`config.mk`:
```
export PLATFORM = sky130hd
export DESIGN_NAME = dual_uart_pin_signalling
export DESIGN_NICKNAME = d
export VERILOG_FILES = /design/src/pkg/pin_sig_pkg.sv /design/src/hw/pin_chan.sv /design/src/hw/dual_uart_pin_signalling.sv
export SDC_FILE = /design/constraint.sdc
export NUM_CORES = 1
export LEC_CHECK = 0
export BUFFER_PORTS_ARGS = -buffer_cell sky130_fd_sc_hd__buf_2
export CAP_MARGIN = 20
export CELL_PAD_IN_SITES_DETAIL_PLACEMENT = 1
export CELL_PAD_IN_SITES_GLOBAL_PLACEMENT = 1
export CORE_MARGIN = 8
export CORE_UTILIZATION = 24
export CTS_CLUSTER_DIAMETER = 80
export CTS_CLUSTER_SIZE = 25
export DETAILED_ROUTE_END_ITERATION = 10
export PLACE_DENSITY_LB_ADDON = 0.1
export SETUP_SLACK_MARGIN = 0.2
export SYNTH_ARGS = -nofsm -noshare
export SYNTH_HDL_FRONTEND = slang
export SYNTH_HIERARCHICAL = 1
export SYNTH_SLANG_ARGS = --single-unit
```
`constraint.sdc`:
```
create_clock -name clk -period 0.8 [get_ports clk]
set_input_delay 0.16 -clock clk [delete_from_list [all_inputs] [get_ports clk]]
set_output_delay 0.16 -clock clk [all_outputs]
set_load 0.01 [all_outputs]
```
`src/pkg/pin_sig_pkg.sv`:
```
// Purpose: shared constants for the dual-channel serial pin signalling
// Assumes: 40 MHz clk, asynchronous active-low reset nrst
// Notes: control bits arrive as plain ports; the field positions below
//        give where each bit sits in the per-channel control bytes
// Notes on behaviour
// - Strobe bus and modem-control bit 3 set: interrupt pin driven, general output low.
// - Strobe bus and modem-control bit 3 clear: interrupt pin released, general output high.
// - Read/write-line bus: second channel interrupt pin held low.
// - Each channel drives an active-low transmit-ready pin from its transmit buffer state.
// - Each channel drives an active-low receive-ready pin from its receive buffer state.
// - Modem-control bit 6 clear: standard line, transmit high in reset and idle.
// - Modem-control bit 6 set: infrared mode, transmit rests low when idle.
// - Feature-control bit 2 inverts the infrared receive input before decoding.
// - Enhanced-feature bit 7 makes clear-to-send gate transmission, else it is a plain input.
// - Set-ready, carrier and ring inputs are status only and never touch transmit or receive.
// - Terminal-ready and request-to-send are active-low outputs also usable as plain outputs.
// - Bus-select high picks the strobe bus, low picks the read/write-line bus.
`default_nettype none
package pin_sig_pkg;
    // =====================================================
    // control byte field positions
    localparam int MODEM_DTR_BIT = 0;
    localparam int MODEM_RTS_BIT = 1;
    localparam int MODEM_GP_BIT = 3;
    localparam int MODEM_IR_BIT = 6;
    localparam int FEAT_IR_INV_BIT = 2;
    localparam int ENH_AUTO_CTS_BIT = 7;
    localparam int CTRL_W = 8;
    // =====================================================
    // reset values of driven pins
    localparam logic RST_HIGH = 1'h1;
    localparam logic RST_LOW = 1'h0;
    localparam int SYNC_STAGES = 2;
endpackage
`default_nettype wire

```
`src/hw/pin_chan.sv`:
```
// Purpose: one channel of serial pin signalling
// Assumes: async inputs already synchronised by the parent
// Notes: all outputs registered
`default_nettype none
module pin_chan
    import pin_sig_pkg::*;
(
    input wire logic clk, // system clock
    input wire logic nrst, // async reset, active low
    input wire logic strobe_bus, // strobe bus style selected
    input wire logic [pin_sig_pkg::CTRL_W-1:0] modem_control_reg, // mode bits
    input wire logic [pin_sig_pkg::CTRL_W-1:0] feature_control_reg, // ir inv
    input wire logic [pin_sig_pkg::CTRL_W-1:0] enhanced_feature_reg, // flow
    input wire logic irq_req, // channel interrupt pending
    input wire logic tx_bit, // serial bit from transmitter core
    input wire logic tx_busy, // transmitter sending a frame
    input wire logic ir_pulse, // infrared encoder pulse
    input wire logic tx_space, // transmit buffer can take data
    input wire logic rx_avail, // receive buffer holds data
    input wire logic rx_pin_s, // synchronised receive pin
    input wire logic cts_n_s, // synchronised clear-to-send pin
    output logic irq_o, // interrupt pin level
    output logic irq_oe, // interrupt pin enable
    output logic gp_out, // general output port
    output logic tx_ready_n, // transmit ready, active low
    output logic rx_ready_n, // receive ready, active low
    output logic serial_out, // serial transmit pin
    output logic rts_n, // request to send, active low
    output logic dtr_n, // terminal ready, active low
    output logic rx_to_core, // standard receive data
    output logic rx_to_ir, // infrared decoder input
    output logic tx_allow // transmission allowed
);
    import pin_sig_pkg::*;
    typedef struct packed {
        logic irq; logic irq_oe; logic gp; logic txr; logic rxr;
        logic sout; logic rts; logic dtr; logic rxc; logic rxi; logic allow;
    } chan_st_t;
    chan_st_t st_ff;
    chan_st_t nxt_st;
    // =====================================================
    // next-state logic
    always_comb
    begin
        nxt_st = st_ff;
        // open drain on strobe bus is emulated by enable, level is the request
        nxt_st.irq = strobe_bus ? irq_req : RST_LOW;
        nxt_st.irq_oe = strobe_bus ? modem_control_reg[MODEM_GP_BIT]
                                   : RST_LOW;
        nxt_st.gp = ~modem_control_reg[MODEM_GP_BIT];
        nxt_st.txr = ~tx_space;
        nxt_st.rxr = ~rx_avail;
        if (modem_control_reg[MODEM_IR_BIT])
            nxt_st.sout = tx_busy & ir_pulse;
        else
            nxt_st.sout = tx_busy ? tx_bit : RST_HIGH;
        nxt_st.rts = ~modem_control_reg[MODEM_RTS_BIT];
        nxt_st.dtr = ~modem_control_reg[MODEM_DTR_BIT];
        nxt_st.rxc = modem_control_reg[MODEM_IR_BIT] ? RST_HIGH : rx_pin_s;
        nxt_st.rxi = modem_control_reg[MODEM_IR_BIT]
            ? (rx_pin_s ^ feature_control_reg[FEAT_IR_INV_BIT])
            : RST_LOW;
        // set-ready, carrier and ring never reach this gate
        nxt_st.allow = enhanced_feature_reg[ENH_AUTO_CTS_BIT]
            ? ~cts_n_s : RST_HIGH;
    end
    // =====================================================
    // state register
    always_ff @(posedge clk or negedge nrst)
    begin
        if (!nrst)
            st_ff <= '{irq: RST_LOW, irq_oe: RST_LOW, gp: RST_HIGH,
                       txr: RST_HIGH, rxr: RST_HIGH, sout: RST_HIGH,
                       rts: RST_HIGH, dtr: RST_HIGH, rxc: RST_HIGH,
                       rxi: RST_LOW, allow: RST_HIGH};
        else
            st_ff <= nxt_st;
    end
    assign irq_o = st_ff.irq;
    assign irq_oe = st_ff.irq_oe;
    assign gp_out = st_ff.gp;
    assign tx_ready_n = st_ff.txr;
    assign rx_ready_n = st_ff.rxr;
    assign serial_out = st_ff.sout;
    assign rts_n = st_ff.rts;
    assign dtr_n = st_ff.dtr;
    assign rx_to_core = st_ff.rxc;
    assign rx_to_ir = st_ff.rxi;
    assign tx_allow = st_ff.allow;
    // =====================================================
    // checks
    op2_follow_a: assert property (@(posedge clk) disable iff (!nrst)
        1'h1 |=> gp_out == !$past(modem_control_reg[MODEM_GP_BIT]))
        else $error("general output wrong");
    irq_drive_a: assert property (@(posedge clk) disable iff (!nrst)
        strobe_bus && modem_control_reg[MODEM_GP_BIT] |=> irq_oe)
        else $error("interrupt pin not driven");
    irq_release_a: assert property (@(posedge clk) disable iff (!nrst)
        strobe_bus && !modem_control_reg[MODEM_GP_BIT] |=> !irq_oe)
        else $error("interrupt pin not released");
    tx_idle_a: assert property (@(posedge clk) disable iff (!nrst)
        !tx_busy && !modem_control_reg[MODEM_IR_BIT] |=> serial_out)
        else $error("standard idle not high");
    ir_idle_a: assert property (@(posedge clk) disable iff (!nrst)
        !tx_busy && modem_control_reg[MODEM_IR_BIT] |=> !serial_out)
        else $error("infrared idle not low");
    ir_invert_a: assert property (@(posedge clk) disable iff (!nrst)
        modem_control_reg[MODEM_IR_BIT] |=> rx_to_ir ==
            ($past(rx_pin_s) ^ $past(feature_control_reg[FEAT_IR_INV_BIT])))
        else $error("infrared inversion wrong");
    cts_gate_a: assert property (@(posedge clk) disable iff (!nrst)
        enhanced_feature_reg[ENH_AUTO_CTS_BIT] && cts_n_s |=> !tx_allow)
        else $error("clear-to-send not gating");
    txrdy_a: assert property (@(posedge clk) disable iff (!nrst)
        1'h1 |=> tx_ready_n == !$past(tx_space))
        else $error("transmit ready wrong");
    rxrdy_a: assert property (@(posedge clk) disable iff (!nrst)
        1'h1 |=> rx_ready_n == !$past(rx_avail))
        else $error("receive ready wrong");
    modem_out_a: assert property (@(posedge clk) disable iff (!nrst)
        1'h1 |=> rts_n == !$past(modem_control_reg[MODEM_RTS_BIT]) &&
                 dtr_n == !$past(modem_control_reg[MODEM_DTR_BIT]))
        else $error("modem outputs wrong");
endmodule
`default_nettype wire

```
`src/hw/dual_uart_pin_signalling.sv`:
```
// Purpose: two-channel serial pin signalling top
// Assumes: pins asynchronous, control bytes on clk
// Notes: channel B interrupt forced low on read/write-line bus
`default_nettype none
module dual_uart_pin_signalling
    import pin_sig_pkg::*;
(
    input wire logic clk, // 40 MHz clock
    input wire logic nrst, // async reset, active low
    input wire logic bus_sel_pin, // high strobe bus, low rw-line bus
    input wire logic [pin_sig_pkg::CTRL_W-1:0] a_modem_control_reg, // a modem
    input wire logic [pin_sig_pkg::CTRL_W-1:0] a_feature_control_reg, // a feat
    input wire logic [pin_sig_pkg::CTRL_W-1:0] a_enhanced_feature_reg, // a cts
    input wire logic [pin_sig_pkg::CTRL_W-1:0] b_modem_control_reg, // b modem
    input wire logic [pin_sig_pkg::CTRL_W-1:0] b_feature_control_reg, // b feat
    input wire logic [pin_sig_pkg::CTRL_W-1:0] b_enhanced_feature_reg, // b cts
    input wire logic [1:0] irq_req, // interrupt pending per chan
    input wire logic [1:0] tx_bit, // core tx bit per chan
    input wire logic [1:0] tx_busy, // tx frame active per chan
    input wire logic [1:0] ir_pulse, // ir encoder pulse per chan
    input wire logic [1:0] tx_space, // tx buffer room per chan
    input wire logic [1:0] rx_avail, // rx buffer data per chan
    input wire logic chan_a_serial_in, // chan a receive pin
    input wire logic chan_b_serial_in, // chan b receive pin
    input wire logic chan_a_clear_send_n, // chan a clear to send
    input wire logic chan_b_clear_send_n, // chan b clear to send
    output logic chan_a_irq_out, // chan a interrupt level
    output logic chan_a_irq_oe, // chan a interrupt enable
    output logic chan_b_irq_out, // chan b interrupt level
    output logic chan_b_irq_oe, // chan b interrupt enable
    output logic chan_a_gp_out_port, // chan a general output
    output logic chan_b_gp_out_port, // chan b general output
    output logic chan_a_tx_ready_n, // chan a tx ready
    output logic chan_a_rx_ready_n, // chan a rx ready
    output logic chan_b_tx_ready_n, // chan b tx ready
    output logic chan_b_rx_ready_n, // chan b rx ready
    output logic chan_a_serial_out, // chan a transmit pin
    output logic chan_b_serial_out, // chan b transmit pin
    output logic chan_a_request_send_n, // chan a rts
    output logic chan_b_request_send_n, // chan b rts
    output logic chan_a_terminal_ready_n, // chan a dtr
    output logic chan_b_terminal_ready_n, // chan b dtr
    output logic [1:0] rx_to_core, // standard rx data per chan
    output logic [1:0] rx_to_ir, // ir decoder input per chan
    output logic [1:0] tx_allow // transmission allowed per chan
);
    import pin_sig_pkg::*;
    typedef struct packed {
        logic [SYNC_STAGES-1:0] sel;
        logic [SYNC_STAGES-1:0] rx_a; logic [SYNC_STAGES-1:0] rx_b;
        logic [SYNC_STAGES-1:0] cts_a; logic [SYNC_STAGES-1:0] cts_b;
        logic b_oe; // chan b interrupt enable, kept on for the rw-line bus
    } sync_t;
    sync_t sy_ff;
    sync_t nxt_sy;
    logic strobe_bus;
    logic a_irq, a_oe, b_irq;
    // =====================================================
    // two-flop synchronisers, only the second stage [1] is read downstream
    always_comb
    begin
        nxt_sy.sel = {sy_ff.sel[0], bus_sel_pin};
        nxt_sy.rx_a = {sy_ff.rx_a[0], chan_a_serial_in};
        nxt_sy.rx_b = {sy_ff.rx_b[0], chan_b_serial_in};
        nxt_sy.cts_a = {sy_ff.cts_a[0], chan_a_clear_send_n};
        nxt_sy.cts_b = {sy_ff.cts_b[0], chan_b_clear_send_n};
        // a steady low must be driven, a released pin would float
        nxt_sy.b_oe = strobe_bus ? b_modem_control_reg[MODEM_GP_BIT]
                                 : RST_HIGH;
    end
    always_ff @(posedge clk or negedge nrst)
    begin
        if (!nrst)
            // idle-high lines, strobe bus, interrupt pin released
            sy_ff <= '{sel: '1, rx_a: '1, rx_b: '1, cts_a: '1, cts_b: '1,
                       b_oe: RST_LOW};
        else
            sy_ff <= nxt_sy;
    end
    assign strobe_bus = sy_ff.sel[1];
    // =====================================================
    // channels, each on its own bytes only
    pin_chan u_a (.clk(clk), .nrst(nrst), .strobe_bus(strobe_bus),
        .modem_control_reg(a_modem_control_reg),
        .feature_control_reg(a_feature_control_reg),
        .enhanced_feature_reg(a_enhanced_feature_reg), .irq_req(irq_req[0]),
        .tx_bit(tx_bit[0]), .tx_busy(tx_busy[0]), .ir_pulse(ir_pulse[0]),
        .tx_space(tx_space[0]), .rx_avail(rx_avail[0]),
        .rx_pin_s(sy_ff.rx_a[1]), .cts_n_s(sy_ff.cts_a[1]),
        .irq_o(a_irq), .irq_oe(a_oe), .gp_out(chan_a_gp_out_port),
        .tx_ready_n(chan_a_tx_ready_n), .rx_ready_n(chan_a_rx_ready_n),
        .serial_out(chan_a_serial_out), .rts_n(chan_a_request_send_n),
        .dtr_n(chan_a_terminal_ready_n), .rx_to_core(rx_to_core[0]),
        .rx_to_ir(rx_to_ir[0]), .tx_allow(tx_allow[0]));
    pin_chan u_b (.clk(clk), .nrst(nrst), .strobe_bus(strobe_bus),
        .modem_control_reg(b_modem_control_reg),
        .feature_control_reg(b_feature_control_reg),
        .enhanced_feature_reg(b_enhanced_feature_reg), .irq_req(irq_req[1]),
        .tx_bit(tx_bit[1]), .tx_busy(tx_busy[1]), .ir_pulse(ir_pulse[1]),
        .tx_space(tx_space[1]), .rx_avail(rx_avail[1]),
        .rx_pin_s(sy_ff.rx_b[1]), .cts_n_s(sy_ff.cts_b[1]),
        .irq_o(b_irq), .irq_oe(), .gp_out(chan_b_gp_out_port),
        .tx_ready_n(chan_b_tx_ready_n), .rx_ready_n(chan_b_rx_ready_n),
        .serial_out(chan_b_serial_out), .rts_n(chan_b_request_send_n),
        .dtr_n(chan_b_terminal_ready_n), .rx_to_core(rx_to_core[1]),
        .rx_to_ir(rx_to_ir[1]), .tx_allow(tx_allow[1]));
    // =====================================================
    // interrupt pins; on the rw-line bus chan b is driven low constantly
    assign chan_a_irq_out = a_irq;
    assign chan_a_irq_oe = a_oe;
    assign chan_b_irq_out = b_irq;
    assign chan_b_irq_oe = sy_ff.b_oe;
    rwbus_b_low_a: assert property (@(posedge clk) disable iff (!nrst)
        !strobe_bus |=> !chan_b_irq_out && chan_b_irq_oe)
        else $error("chan b interrupt not driven low");
endmodule
`default_nettype wire

```
Yosys cells after proc, flatten, opt, wreduce, memory -nomap -nowiden
Cells that the tools add are included.
Storage, ports and cells
  bits in registers: 32
  bits of input ports: 67
  output and inout port bits: 22
  word-level logic and storage cells: 57
Cells by class
  muxes and demuxes: 14
  bitwise logic cells: 16
Operators by type and width (number)
  2-to-1 mux 1 bit: 14
  inverter 1 bit: 12
  bitwise AND 1 bit: 2
  XOR 1 bit: 2

Depth between registers and ports, before layout
  word-level depth: 2
  depth in mapped cells: 2
  mapped depth without buffers: 2

Hierarchy
The synthesis kept the hierarchy.
Modules (own cells, without submodules)
  pin_chan: instances 2, cells each 25, area an instance 356.6 um2, sequential area each 285.3 um2
  dual_uart_pin_signalling: instances 1, cells each 12, area an instance 294.0 um2, sequential area each 287.8 um2

Worst setup path after synthesis
Ideal clock, no wire load.
  path type: reg-to-reg
  start: register sy_ff[8] (netlist name)
  end: register u_a.st_ff, in the netlist u_a/rx_to_ir
  library setup time: 0.119 ns
  arrival: 0.697 ns
  data required time: 0.681 ns
  path slack: -0.016 ns
  stages on the path, launching flop included: 3
  path buffers: 0
  period minus slack after synthesis: 0.816 ns
  cells stage by stage: dfstp_2 > xor2_1 > and2_1
RTL lines
  start, declared: line dual_uart_pin_signalling.sv:54  | sync_t sy_ff;
  start signal, assigned: line dual_uart_pin_signalling.sv:75  | sy_ff <= '{sel: '1, rx_a: '1, rx_b: '1, cts_a: '1, cts_b: '1,
  start signal, assigned: line dual_uart_pin_signalling.sv:78  | sy_ff <= nxt_sy;
  end signal, assigned: line pin_chan.sv:72  | st_ff <= '{irq: RST_LOW, irq_oe: RST_LOW, gp: RST_HIGH,
  end signal, assigned: line pin_chan.sv:77  | st_ff <= nxt_st;
  end, declared: line pin_chan.sv:39  | chan_st_t st_ff;

Final worst setup path
  start: register u_b.st_ff, in the netlist u_b/gp_out
  end: output chan_b_gp_out_port
RTL lines
  start, declared: line pin_chan.sv:39
  start signal, assigned: line pin_chan.sv:72
  start signal, assigned: line pin_chan.sv:77
  end, declared: line dual_uart_pin_signalling.sv:32  | output logic chan_b_gp_out_port,
No word-level cell between the ends.

==> impl_metrics.json <==
{
  "min_period_ns": 1.060,
  "coreArea_um2": 3971,
  "rows": 23,
  "critPathArrivalTime_ns": 0.90,
  "clkTransAtPathRegs_ns": 0.06,
  "cts.htree.levels": 2,
  "setup_violations": 24,
  "timing.critical_path.max_delay_family": "flip-flops",
  "pwr-share-clk_pct": 36.5,
  "worstPathMaxFanout": 1,
  "drtAntennaViolNets": 0,
  "numCtsBuffers": 5,
  "grt_util_met3_pct": 6.081,
  "violations": "negative hold slack, negative setup slack",
  "crit_buf_inv": 1,
  "max_cap_viol_count": 0,
  "wl_mm": 2.186,
  "crit_cells": 1,
  "setup.worst_path.start_class": "flip-flop",
  "largest_reg_flops": 5,
  "place_inst": 163,
  "cp_cell_sequence": "buf_6",
  "grt_pass1_vias": 741,
  "worstRegToRegCells": 2,
  "met2_usage_pct": 11.82,
  "insertedDiodeCount": 0,
  "post_layout_nonfiller_instances": 176,
  "slew_violations": 0,
  "swShare_pct": 20.83,
  "status": "finished, violations left",
  "dpl.hpwl_mm": 1.650,
  "p_seq_share_pct": 53.3,
  "period_share_pct": 132.5,
  "slew_headroom_pct": 88.78,
  "wl_per_cell_um": 12.42,
  "fmax_mhz": 943.2,
  "place_congestion": 0.6389,
  "power_density_nw_per_um2": 2136,
  "grt-busiest-layer": "met2",
  "cts_tree": "yes",
  "die-area_um2": 6363,
  "drive_gt1_share_pct": 71.43,
  "cpPeakStageDelay_ns": 0.53,
  "numPortBuffers": 52,
  "die_w_um": 79.77,
  "min_path_type": "input pin to asynchronous set/reset pin",
  "endpoint_kind": "output pin",
  "cp_slowest_cell": "dfstp_2",
  "pwr-share-comb_pct": 10.3,
  "p_sw_uw": 702.3,
  "die_h_um": 79.77,
  "drtPass1Iterations": 4,
  "avgSynthCellArea_um2": 16.27,
  "p_int_uw": 2670,
  "cts.path.max_buffers": 2,
  "root_buffer": "clkbuf_8",
  "required_ns": 0.64,
  "vias_per_cell": 3.773,
  "clock-sinks": 32,
  "hold_buffers": 5,
  "overflow": 0,
  "drt_iter0_drc": 12,
  "final_nets": 192,
  "cts_setup_buffers": 0,
  "final_hold_viol_count": 14,
  "antenna_found_initial": 0,
  "drc": 0,
  "vias": 664,
  "rsz0062_at_grt": "true",
  "synth-warning-count": 6,
  "grt_max_degree": 33,
  "leakagePower_uw": 0.0007991,
  "syn-cell-area_um2": 975.9,
  "grt_pass1_wl_mm": 3.477,
  "ioPinCount": 89,
  "layout_setup_ws_ns": -0.2602,
  "area_growth_pct": 61.79,
  "p_total_uw": 3372,
  "globalRouteTotalUtil_pct": 7.401,
  "use_met1_pct": 6.662,
  "clock_latency_ns": 0.27,
  "start_util_pct": 24.57,
  "worstMarginPinSlew_ns": 0.1683,
  "pre_cts_ws_ns": -0.03221,
  "fin_skew_ns": 0.002007,
  "peakVddDrop_mv": 0.9420,
  "syn_inst": 60,
  "critPathKind": "flip-flop to output pin",
  "whs_ns": -0.1640,
  "syn-num-nets": 127
}
layer usage:
layer,vias up,part of all wire [%]
li1,303,-
met1,321,34
met2,34,51
met3,6,13
met4,0,1.6
met5,-,0
power groups by stage:
| stage | combinational, uW | sequential (uW) | clock (uW) |
|---|---|---|---|
| after floorplan | 42.4 | 1850 | 0 |
| after detailed placement | 274 | 1810 | 0 |
| after global routing | 381 | 1810 | 1370 |
| after CTS | 349 | 1800 | 1300 |
| final | 346 | 1800 | 1230 |
| after global placement | 267 | 1810 | 0 |
stage by stage:
step | utilization (%) | hold WS [ns] | cell area (um^2) | setup TNS (ns)
final | 39.76 | -0.1640 | 1579 | -4.846
after global routing | 39.76 | -0.1652 | 1579 | -5.764
after CTS | 39.45 | -0.1678 | 1567 | -5.253
after detailed placement | 33.21 | 0.1289 | 1319 | -0.06047
after global placement | 33.21 | 0.1265 | 1319 | -0.03088
after floorplan | - | -0.1356 | 975.9 | 0
area by class of cell:
cell class                 count  area [um^2]
multi-input combinational     18        117.6
timing repair buffer          58        437.9
fill                         449         2392
inverter                      10        37.54
sequential                    32        833.3
tap                           50        62.56
clock buffer                   8        90.09
placed cells by master, fill, tap and decap left out, drive strengths merged:
master,count
nand2,4
nor2,2
inv,10
dlymetal6s4s,3
dlygate4sd3,2
xor2,2
nand2b,1
and2,5
dfrtp,6
buf,53
a22oi,2
or2,2
dfstp,26
clkbuf,8
final timing paths:
check                                             from                     end  slack, ns
worst min-delay path                              nrst  u_b/rx_to_ir$_DFF_PN0_      -0.16
worst min register to register     nxt_sy[6]$_DFF_PN1_      sy_ff[6]$_DFF_PN1_       0.35
worst max register to register      sy_ff[6]$_DFF_PN1_  u_b/rx_to_ir$_DFF_PN0_      -0.06
min in group clk                b_modem_control_reg[1]     u_b/rts_n$_DFF_PN1_      -0.01
worst max-delay path              u_b/gp_out$_DFF_PN1_      chan_b_gp_out_port      -0.26
max in group asynchronous                         nrst     u_a/dtr_n$_DFF_PN1_       0.73
timing repair:
action,in CTS,in global routing
endpoints found under the hold margin,22,16
endpoints found under the setup margin,32,35
gates resized for setup,19,5
pin swaps,1,0
(Power assumes the default switching activity.)
